$ cat src/common/cspf_pkg.sv
// Shared constants, states and bus carriers for the setpoint follower
package cspf_pkg;
    // ==================================================================
    // Timing
    localparam int unsigned CLK_NS = 5;            // 200 MHz system clock
    localparam int unsigned MS_NS  = 1000000;      // One cycle-time unit
    localparam int unsigned MS_CYC = MS_NS / CLK_NS;
    // ==================================================================
    // Mode codes and time index
    localparam logic [7:0] MODE_IP   = 8'h07;
    localparam logic [7:0] MODE_CSP  = 8'h08;
    localparam logic [7:0] TINDEX_MS = 8'hfd;      // Minus three: millisecond base
    // ==================================================================
    // Register byte offsets
    localparam logic [7:0] OFS_MODE   = 8'h00;
    localparam logic [7:0] OFS_CTRL   = 8'h04;
    localparam logic [7:0] OFS_STATUS = 8'h08;
    localparam logic [7:0] OFS_TGT    = 8'h0c;
    localparam logic [7:0] OFS_PERIOD = 8'h10;
    localparam logic [7:0] OFS_FEWIN  = 8'h14;
    localparam logic [7:0] OFS_FETIME = 8'h18;
    localparam logic [7:0] OFS_LIMLO  = 8'h1c;
    localparam logic [7:0] OFS_LIMHI  = 8'h20;
    localparam logic [7:0] OFS_VPROF  = 8'h24;
    localparam logic [7:0] OFS_VMOTOR = 8'h28;
    localparam logic [7:0] OFS_RAMP   = 8'h2c;
    localparam logic [7:0] OFS_DEMAND = 8'h30;
    localparam logic [7:0] OFS_EVT    = 8'h34;
    // ==================================================================
    // Control and status bit positions
    localparam int CB_OPEN   = 0;   // Power stage in operation enabled
    localparam int CB_CLOSED = 1;   // Closed loop active
    localparam int CB_NMT    = 2;   // Network in operational state
    localparam int CB_BUFEN  = 3;   // Target buffer enable
    localparam int CB_IPEN   = 4;   // Interpolation enable
    localparam int CB_HALT   = 8;   // Halt
    localparam int SB_SYNC   = 8;
    localparam int SB_REACH  = 10;
    localparam int SB_LIMIT  = 11;
    localparam int SB_ACTIVE = 12;
    localparam int SB_FERR   = 13;
    // ==================================================================
    // Reset values and bus answers
    localparam logic [7:0]  PERIOD_RST = 8'h01;
    localparam logic [31:0] FEWIN_RST  = 32'h00000100;
    localparam logic [15:0] FETIME_RST = 16'h000a;
    localparam logic [31:0] LIMLO_RST  = 32'h80000000;
    localparam logic [31:0] LIMHI_RST  = 32'h7fffffff;
    localparam logic [31:0] VPROF_RST  = 32'h00000400;
    localparam logic [31:0] VMOTOR_RST = 32'h00000800;
    localparam logic [15:0] RAMP_RST   = 16'h0040;
    localparam logic [1:0]  RESP_OK    = 2'h0;
    localparam logic [1:0]  RESP_ERR   = 2'h2;
    // ==================================================================
    // Motion states
    typedef enum logic [2:0] {
        ST_IDLE = 3'h1,
        ST_RUN  = 3'h2,
        ST_HALT = 3'h4
    } cspf_motion_e;
    // ==================================================================
    // Register bus carriers
    typedef struct packed {
        logic [7:0]  awaddr;
        logic        awvalid;
        logic [31:0] wdata;
        logic [3:0]  wstrb;
        logic        wvalid;
        logic        bready;
        logic [7:0]  araddr;
        logic        arvalid;
        logic        rready;
    } cspf_axi_req_s;
    typedef struct packed {
        logic        awready;
        logic        wready;
        logic        bvalid;
        logic [1:0]  bresp;
        logic        arready;
        logic        rvalid;
        logic [1:0]  rresp;
        logic [31:0] rdata;
    } cspf_axi_rsp_s;
endpackage : cspf_pkg

$ cat src/verilog/cspf_sync3.sv
// Three-stage input synchroniser with agreement filter
`timescale 1ns/1ps
module cspf_sync3 #(
    parameter int W = 1                 // Number of bits
) (
    input  wire logic         clk_sys,  // System clock
    input  wire logic         resetn,   // Async reset, active low
    input  wire logic [W-1:0] d_in,     // Asynchronous input
    output logic      [W-1:0] q_out     // Filtered level
);
    typedef struct packed {
        logic [W-1:0] s1, s2, s3, o;
    } cspf_sync_s;
    cspf_sync_s q, d;

    // Output takes a new level only when stages two and three agree
    always_comb begin
        d    = q;
        d.s1 = d_in;
        d.s2 = q.s1;
        d.s3 = q.s2;
        d.o  = (~(q.s2 ^ q.s3) & q.s3) | ((q.s2 ^ q.s3) & q.o);
    end

    // State register
    always_ff @(posedge clk_sys or negedge resetn) begin
        if (!resetn) begin
            q <= '0;
        end else begin
            q <= d;
        end
    end

    assign q_out = q.o;
endmodule : cspf_sync3

$ cat src/verilog/cspf_top.sv
// Setpoint follower: register slave, interpolation, sync lock and status
//
// The AXI4-Lite register port and the placing of the registers were decided locally.
`timescale 1ns/1ps
// Behaviour
// - Mode code 7 selects interpolated position mode.
// - Mode code 8 selects cyclic synchronous position mode.
// - Interpolation locks to SYNC once the network is operational.
// - Cyclic position mode also locks its cycle to SYNC.
// - Interpolation enable bit starts interpolation toward targets.
// - Halt ramps speed down to zero; release ramps it up again.
// - Target reached: at target without halt, or speed zero under halt.
// - Active bit shows interpolation running in interpolated mode.
// - Following error flag only in closed loop after timeout.
// - Demand moves linearly from present position to latest target.
// - Only linear interpolation and one pending target exist.
// - Interpolation period is given in milliseconds.
// - Closed loop caps speed at lesser of profile and motor maxima.
// - Motor is driven only in operation enabled state.
// - Cyclic mode follows absolute targets directly, no ramps, no enable bit.
// - Cyclic mode status bit 8 shows bus synchronisation.
// - Cyclic mode status bit 12 shows the target drives control.
// - Cyclic mode status bit 11 flags demand beyond position limits.
// - Error when actual stays outside symmetric band beyond timeout milliseconds.
// - Cycle time is period times ten to index; index fixed at -3.
module cspf_top #(
    parameter int unsigned MS_CYCLES = cspf_pkg::MS_CYC  // Clock cycles per millisecond
) (
    input  wire logic                    clk_sys,     // System clock
    input  wire logic                    resetn,      // Async reset, active low
    input  wire cspf_pkg::cspf_axi_req_s axi_req,     // Register bus request
    output cspf_pkg::cspf_axi_rsp_s      axi_rsp,     // Register bus answer
    input  wire logic                    sync_pin,    // SYNC strobe from bus decoder
    input  wire logic signed [31:0]      pos_actual,  // Encoder position
    output logic signed [31:0]           demand_pos,  // Position demand
    output logic                         drive_en,    // Power stage enable
    output logic [15:0]                  status_word  // Mode status bits
);
    import cspf_pkg::*;

    typedef struct packed {
        logic               awready, wready, bvalid, aw_have, w_have;
        logic [1:0]         bresp, rresp;
        logic [7:0]         waddr;
        logic [31:0]        wdata, rdata;
        logic [3:0]         wstrb;
        logic               arready, rvalid;
        logic [7:0]         mode, period, ms_left;
        logic [15:0]        ctrl, fetime, accel, decel, fe_cnt, status;
        logic signed [31:0] tgt, dem, limlo, limhi;
        logic [31:0]        fewin, vprof, vmotor, vel, ms_cnt;
        cspf_motion_e       st;
        logic [8:0]         sync_wd;
        logic               sync_ok, sync_prev, ferr, evt, drv;
    } cspf_state_s;

    localparam cspf_state_s Q_RST = '{
        awready: 1'b1, wready: 1'b1, arready: 1'b1, period: PERIOD_RST,
        fewin: FEWIN_RST, fetime: FETIME_RST, limlo: LIMLO_RST, limhi: LIMHI_RST,
        vprof: VPROF_RST, vmotor: VMOTOR_RST, accel: RAMP_RST, decel: RAMP_RST,
        st: ST_IDLE, default: '0
    };

    cspf_state_s q, d;
    logic        sync_lvl;
    logic        tick;
    logic        sync_edge;
    logic        wr_go;

    // ==================================================================
    // SYNC strobe arrives from another domain
    cspf_sync3 #(
        .W (1)
    ) u_sync (
        .clk_sys (clk_sys),
        .resetn  (resetn),
        .d_in    (sync_pin),
        .q_out   (sync_lvl)
    );

    // ==================================================================
    // Register read decode: bit 32 flags a mapped offset
    function automatic logic [32:0] rd(input cspf_state_s s, input logic [7:0] a);
        logic [32:0] r;
        r = {1'b1, 32'h0};
        case (a)
            OFS_MODE:   r[31:0] = {24'h0, s.mode};
            OFS_CTRL:   r[31:0] = {16'h0, s.ctrl};
            OFS_STATUS: r[31:0] = {16'h0, s.status};
            OFS_TGT:    r[31:0] = s.tgt;
            OFS_PERIOD: r[31:0] = {16'h0, TINDEX_MS, s.period};
            OFS_FEWIN:  r[31:0] = s.fewin;
            OFS_FETIME: r[31:0] = {16'h0, s.fetime};
            OFS_LIMLO:  r[31:0] = s.limlo;
            OFS_LIMHI:  r[31:0] = s.limhi;
            OFS_VPROF:  r[31:0] = s.vprof;
            OFS_VMOTOR: r[31:0] = s.vmotor;
            OFS_RAMP:   r[31:0] = {s.decel, s.accel};
            OFS_DEMAND: r[31:0] = s.dem;
            OFS_EVT:    r[31:0] = {31'h0, s.evt};
            default:    r = 33'h0;
        endcase
        return r;
    endfunction : rd

    // ==================================================================
    // Cycle base and write strobe
    assign sync_edge = sync_lvl && !q.sync_prev && q.ctrl[CB_NMT];
    assign tick      = (q.ms_cnt == 32'(MS_CYCLES - 1)) || sync_edge;
    assign wr_go     = q.aw_have && q.w_have && !q.bvalid;

    // Next-state logic for bus, motion, supervision and status
    always_comb begin
        logic [32:0]        rv;
        logic [31:0]        wv;
        logic [31:0]        lim_v;
        logic [32:0]        nv;
        logic [32:0]        mag;
        logic signed [32:0] diff, step, vs, nd, err;
        logic               ip, csp, op, halt, run;
        rv    = 33'h0;
        wv    = 32'h0;
        lim_v = 32'h0;
        nv    = 33'h0;
        mag   = 33'h0;
        diff  = '0;
        step  = '0;
        vs    = '0;
        nd    = '0;
        err   = '0;
        d     = q;
        ip    = (q.mode == MODE_IP);
        csp   = (q.mode == MODE_CSP);
        op    = q.ctrl[CB_OPEN];
        halt  = q.ctrl[CB_HALT];
        run   = op && ip && q.ctrl[CB_IPEN];

        // Millisecond prescaler, restarted by SYNC to lock the cycle
        d.ms_cnt    = tick ? 32'h0 : q.ms_cnt + 32'h1;
        d.sync_prev = sync_lvl;
        if (!q.ctrl[CB_NMT] || q.sync_wd > {q.period, 1'b0}) begin
            d.sync_ok = 1'b0;
        end
        if (sync_edge) begin
            d.sync_wd = 9'h0;
            d.sync_ok = 1'b1;
        end else if (tick && q.sync_wd != 9'h1ff) begin
            d.sync_wd = q.sync_wd + 9'h1;
        end

        // Write address and data channels, taken in either order
        if (axi_req.awvalid && q.awready) begin
            d.aw_have = 1'b1;
            d.awready = 1'b0;
            d.waddr   = axi_req.awaddr;
        end
        if (axi_req.wvalid && q.wready) begin
            d.w_have = 1'b1;
            d.wready = 1'b0;
            d.wdata  = axi_req.wdata;
            d.wstrb  = axi_req.wstrb;
        end
        if (q.bvalid && axi_req.bready) begin
            d.bvalid  = 1'b0;
            d.awready = 1'b1;
            d.wready  = 1'b1;
        end

        // Read channel: answer one cycle after the address is taken
        if (axi_req.arvalid && q.arready) begin
            rv        = rd(q, axi_req.araddr);
            d.rdata   = rv[31:0];
            d.rresp   = rv[32] ? RESP_OK : RESP_ERR;
            d.rvalid  = 1'b1;
            d.arready = 1'b0;
        end
        if (q.rvalid && axi_req.rready) begin
            d.rvalid  = 1'b0;
            d.arready = 1'b1;
        end

        // Speed limit depends on the loop type
        lim_v = (q.ctrl[CB_CLOSED] && q.vmotor < q.vprof) ? q.vmotor : q.vprof;

        // Interpolation state machine
        case (q.st)
            ST_IDLE: begin
                if (run) begin
                    d.st = halt ? ST_HALT : ST_RUN;
                end
            end
            ST_RUN: begin
                if (!run) begin
                    d.st = ST_IDLE;
                end else if (halt) begin
                    d.st = ST_HALT;
                end
            end
            ST_HALT: begin
                if (!run) begin
                    d.st = ST_IDLE;
                end else if (!halt) begin
                    d.st = ST_RUN;
                end
            end
            default: d.st = ST_IDLE;
        endcase

        // Speed ramp: brake under halt, start ramp otherwise
        if (q.st == ST_IDLE) begin
            d.vel = 32'h0;
        end else if (tick && q.st == ST_HALT) begin
            d.vel = (q.vel > {16'h0, q.decel}) ? q.vel - {16'h0, q.decel} : 32'h0;
        end else if (tick) begin
            nv    = {1'b0, q.vel} + {17'h0, q.accel};
            d.vel = (nv > {1'b0, lim_v}) ? lim_v : nv[31:0];
        end

        // Linear step toward the single pending target
        if (tick && q.st != ST_IDLE && op) begin
            diff = $signed({q.tgt[31], q.tgt}) - $signed({q.dem[31], q.dem});
            step = (q.ms_left != 8'h0) ? diff / $signed({25'h0, q.ms_left}) : diff;
            vs   = $signed({1'b0, q.vel});
            if (step > vs) begin
                step = vs;
            end else if (step < -vs) begin
                step = -vs;
            end
            nd    = $signed({q.dem[31], q.dem}) + step;
            d.dem = nd[31:0];
            if (q.ms_left != 8'h0) begin
                d.ms_left = q.ms_left - 8'h1;
            end
        end

        // Cyclic mode takes the absolute target without a ramp
        if (tick && op && csp) begin
            d.dem = q.tgt;
        end

        // Register writes with byte strobes
        if (wr_go) begin
            rv = rd(q, q.waddr);
            for (int i = 0; i < 4; i++) begin
                wv[8*i +: 8] = q.wstrb[i] ? q.wdata[8*i +: 8] : rv[8*i +: 8];
            end
            d.bvalid = 1'b1;
            d.bresp  = rv[32] ? RESP_OK : RESP_ERR;
            d.aw_have = 1'b0;
            d.w_have  = 1'b0;
            case (q.waddr)
                OFS_MODE:   d.mode = wv[7:0];
                OFS_CTRL:   d.ctrl = wv[15:0];
                OFS_TGT: begin
                    if (csp || q.ctrl[CB_BUFEN]) begin
                        d.tgt     = wv;
                        d.ms_left = q.period;
                    end
                end
                OFS_PERIOD: d.period = wv[7:0];
                OFS_FEWIN:  d.fewin  = wv;
                OFS_FETIME: d.fetime = wv[15:0];
                OFS_LIMLO:  d.limlo  = wv;
                OFS_LIMHI:  d.limhi  = wv;
                OFS_VPROF:  d.vprof  = wv;
                OFS_VMOTOR: d.vmotor = wv;
                OFS_RAMP: begin
                    d.accel = wv[15:0];
                    d.decel = wv[31:16];
                end
                OFS_EVT:    d.evt    = q.evt & ~wv[0];
                default:    d.evt    = q.evt;
            endcase
        end

        // Following error supervision, counted in milliseconds
        err = $signed({q.dem[31], q.dem}) - $signed({pos_actual[31], pos_actual});
        mag = err[32] ? 33'(-err) : 33'(err);
        if (!q.ctrl[CB_CLOSED] || mag <= {1'b0, q.fewin}) begin
            d.fe_cnt = 16'h0;
            d.ferr   = 1'b0;
        end else if (tick) begin
            if (q.fe_cnt != 16'hffff) begin
                d.fe_cnt = q.fe_cnt + 16'h1;
            end
            if (q.fe_cnt >= q.fetime) begin
                d.ferr = 1'b1;
            end
        end
        if (d.ferr && !q.ferr) begin
            d.evt = 1'b1;
        end

        // Status word and drive enable
        d.drv               = op;
        d.status            = 16'h0;
        d.status[SB_SYNC]   = csp && q.sync_ok;
        d.status[SB_REACH]  = ip && (halt ? (q.vel == 32'h0) : (q.dem == q.tgt));
        d.status[SB_LIMIT]  = csp && (q.dem < q.limlo || q.dem > q.limhi);
        d.status[SB_ACTIVE] = ip ? (q.st != ST_IDLE) : (csp && op);
        d.status[SB_FERR]   = q.ferr;
        if (csp) begin
            d.status[SB_ACTIVE] = op;
        end
    end

    // State register
    always_ff @(posedge clk_sys or negedge resetn) begin
        if (!resetn) begin
            q <= Q_RST;
        end else begin
            q <= d;
        end
    end

    // Outputs straight from the state register
    assign axi_rsp     = '{awready: q.awready, wready: q.wready, bvalid: q.bvalid,
                           bresp: q.bresp, arready: q.arready, rvalid: q.rvalid,
                           rresp: q.rresp, rdata: q.rdata};
    assign demand_pos  = q.dem;
    assign drive_en    = q.drv;
    assign status_word = q.status;

    function automatic logic csp_now();
        return q.mode == MODE_CSP;
    endfunction : csp_now
endmodule : cspf_top

$ cat config.mk
export PLATFORM = sky130hd
export DESIGN_NAME = cspf_top
export DESIGN_NICKNAME = d
export VERILOG_FILES = /design/src/common/cspf_pkg.sv /design/src/verilog/cspf_sync3.sv /design/src/verilog/cspf_top.sv
export SDC_FILE = /design/constraint.sdc
export NUM_CORES = 2
export LEC_CHECK = 0
export BUFFER_PORTS_ARGS = -buffer_cell sky130_fd_sc_hd__buf_2
export CAP_MARGIN = 40
export CORE_MARGIN = 2
export CORE_UTILIZATION = 45
export DETAILED_ROUTE_END_ITERATION = 6
export PLACE_DENSITY = 0.61
export SLEW_MARGIN = 20
export SYNTH_ARGS = -nofsm -noshare
export SYNTH_HDL_FRONTEND = slang
export SYNTH_SLANG_ARGS = --single-unit
$ cat constraint.sdc
create_clock -name clk_sys -period 98.5 [get_ports clk_sys]
set_clock_uncertainty 0.2 [all_clocks]
set_input_delay 19.7 -clock clk_sys [delete_from_list [all_inputs] [get_ports clk_sys]]
set_output_delay 19.7 -clock clk_sys [all_outputs]
set_load 0.05 [all_outputs]
==> flow_metrics.py <==
metrics = {
    "drt": {
        "drt-met1-wl_um": 97400,
        "routed-wl-met2_um": 108000,
        "detail-route-antenna-nets": 0,
        "drcViolationCount": 0,
        "via_count": 62183,
        "wl_met3_um": 20700,
        "top_layer_used": "met5",
        "routedWlPerCell_um": 24.8,
        "finalWirelength_um": 241000,
        "initialDrtViolationCount": 6833,
        "vias_per_cell": 6.39,
        "first_pass_iters": 7,
    },
    "sta": {
        "finalCritPeriodShare": 0.940,
        "finalMaxSlewViolations": 0,
        "slew_headroom": 0.309,
        "hold_viol_final": 0,
        "worst_slew_pin_slew_ns": 1.04,
        "setup_violations": 0,
        "worst_hold_slack_ns": 0.201,
        "max_freq_mhz": 10.8,
        "finalCriticalPeriod_ns": 92.59,
        "setup_tns_ns": 0,
    },
    "run": {
        "cap_violations": 0,
    },
    "grt": {
        "grt_use_total": 0.340,
        "grt_pass1_wl_um": 362000,
        "grt_pass1_vias": 58739,
        "overflow": 0,
        "antenna_found_initial": 9,
        "grt_start_max_net_pins": 145,
    },
    "layout": {
        "syn_to_final_growth_pct": 11.5,
        "drive_gt1_frac": 0.141,
        "num-nets-final": 8626,
    },
    "setup_path": {
        "cpMostUsedCell": "o21a_1",
        "critPathLaunchType": "register",
        "crit_fanout": 29,
        "cp_data_arrival_time_ns": 92.94,
        "cp-end-kind": "register",
        "worstPathRequired_ns": 98.85,
        "cp_slowest_stage_delay_ns": 0.62,
        "critical-path-slowest-cell": "or4b_2",
        "critPathKind": "reg -> reg",
        "reg2reg_slack_ns": 5.91,
    },
    "outcome": {
        "outcome": "complete, no violations",
    },
    "logic_synthesis": {
        "synthCells": 7746,
        "yosysMostFrequentCell": "nand2_1",
        "synth_ff_type": "dfrtp_1",
        "synth_seq_cells": 503,
        "yosysUniqueCellTypes": 141,
        "synth_area_leader_cell": "dfrtp_1",
        "avgSynthCellArea_um2": 7.76,
        "syn_area_um2": 60100,
        "synthTopCellsByCount": "nand2_1, ha_1, nor2_1",
        "async_reset_ff_frac": 1.00,
        "synth.area.top_cells": "dfrtp_1, ha_1, o21ai_0, nand2_1, a21oi_1",
        "ys_seq_area_frac": 0.210,
        "yosysWarnings": 0,
        "synth_edf_count": 0,
        "synth_top_area_frac": 0.191,
    },
    "die": {
        "initial_utilization": 0.452,
        "dieArea_um2": 137000,
        "die_w_um": 370,
        "die_y_um": 370,
        "ios": 182,
        "core_area_um2": 133000,
        "rows": 134,
    },
    "placed_design": {
        "place_congestion": 1.04,
        "numPortBuffers": 168,
        "hpwl_um": 185000,
    },
    "clock_tree": {
        "clkTransAtPathRegs_ns": 0.06,
        "cts_made_buffers": 53,
        "cts_max_path_buffers": 3,
        "clkLatencyLatePin_ns": 0.66,
        "htree_levels": 2,
        "cts_tree": "done",
        "root_buffer": "clkbuf_16",
        "cts.sinks": 503,
    },
    "worst_hold_path": {
        "hold_class": "reg -> reg",
    },
}
what timing repair did:
item / CTS / global route
gates resized for setup: 13 / 216
cloned: 0 / 4
endpoints found under the setup margin: 9 / 32
hold buffers: 0 / 0
setup buffers: 4 / 86
pin swaps: 2 / 56
flip-flops by register name, summed over array words and instances (netlist names), named ones only:
signal	cells
q	420
demand_pos	32
axi_rsp	39
drive_en	1
u_sync.q	1
u_sync.d	2
status_word	5
d	2
final timing paths:
kind / endpoint / cells past startpoint / start
min in group asynchronous: axi_rsp[38] / 1 / resetn
min reg2reg: status_word[13] / 0 / d[318]
max: demand_pos[31] / 485 / q[279]
max in group asynchronous: q[203] / 4 / resetn
max reg2reg: demand_pos[31] / 485 / q[279]
min: status_word[13] / 0 / d[318]
cell usage in the layout (no fill, tap or decap), types with 174 or more instances in the layout:
| cell | n |
|---|---|
| nand2_1 | 699 |
| inv_1 | 400 |
| buf_4 | 313 |
| a21oi_1 | 473 |
| a22oi_1 | 209 |
| dfrtp_1 | 452 |
| nor3_1 | 265 |
| buf_2 | 174 |
| xnor2_1 | 294 |
| nor2_1 | 584 |
| o21a_1 | 188 |
| o21ai_0 | 542 |
| ha_1 | 609 |
cells by family (layout without fill, tap and decap cells):
| kind of cell | count (synthesis) | after routing | share of synthesized area |
|---|---|---|---|
| fa+ha+maj | 627 | 627 | 0.131 |
| mux | 221 | 221 | 0.0396 |
| compound gates | 2515 | 2516 | 0.281 |
| xor+xnor | 449 | 449 | 0.0656 |
| buf+inv | 825 | 1021 | 0.0591 |
| other cells | 1 | 16 | 0.0000624 |
| simple gates | 2605 | 2606 | 0.214 |
| flops | 503 | 503 | 0.210 |
stage by stage:
step / setup WS [ns] / cell area, um2 / std cells / utilization
CTS: 0.0532 / 65300 / 9626 / 0.491
global route: -0.491 / 67000 / 9724 / 0.503
global placement: 0.853 / 63000 / 9494 / 0.473
finish: 5.91 / 67000 / 9727 / 0.503
detailed placement: -1.17 / 63300 / 9522 / 0.476
floorplan: 1.57 / 60200 / 7758 / -
critical path, delay by kind of cell (launching register included):
kind | cells | cell delay [ns]
simple gates | 138 | 25.03
flops | 1 | 0.51
buf+inv | 29 | 3.75
compound gates | 273 | 49.28
mux | 5 | 1.51
fa+ha+maj | 37 | 11.23
xor+xnor | 3 | 0.86
layer usage:
layer | GRT usage | vias up
li1 | - | 28859
met1 | 0.433 | 29703
met2 | 0.548 | 2895
met3 | 0.0592 | 712
met4 | 0.177 | 14
met5 | 0.00499 | -
area by class of cell:
class	instances	area (um2)
tap	1768	2210
sequential	503	12700
antenna	3	7.51
fill	13078	66100
clock buffer	70	1490
multi-input combinational	6432	45100
inverter	410	1540
clock inverter	30	428
timing repair buffer	511	3620
Power is left out: the tool's default activity adds up to more than one toggle a clock period on the data nets, which glitch-free logic cannot reach.
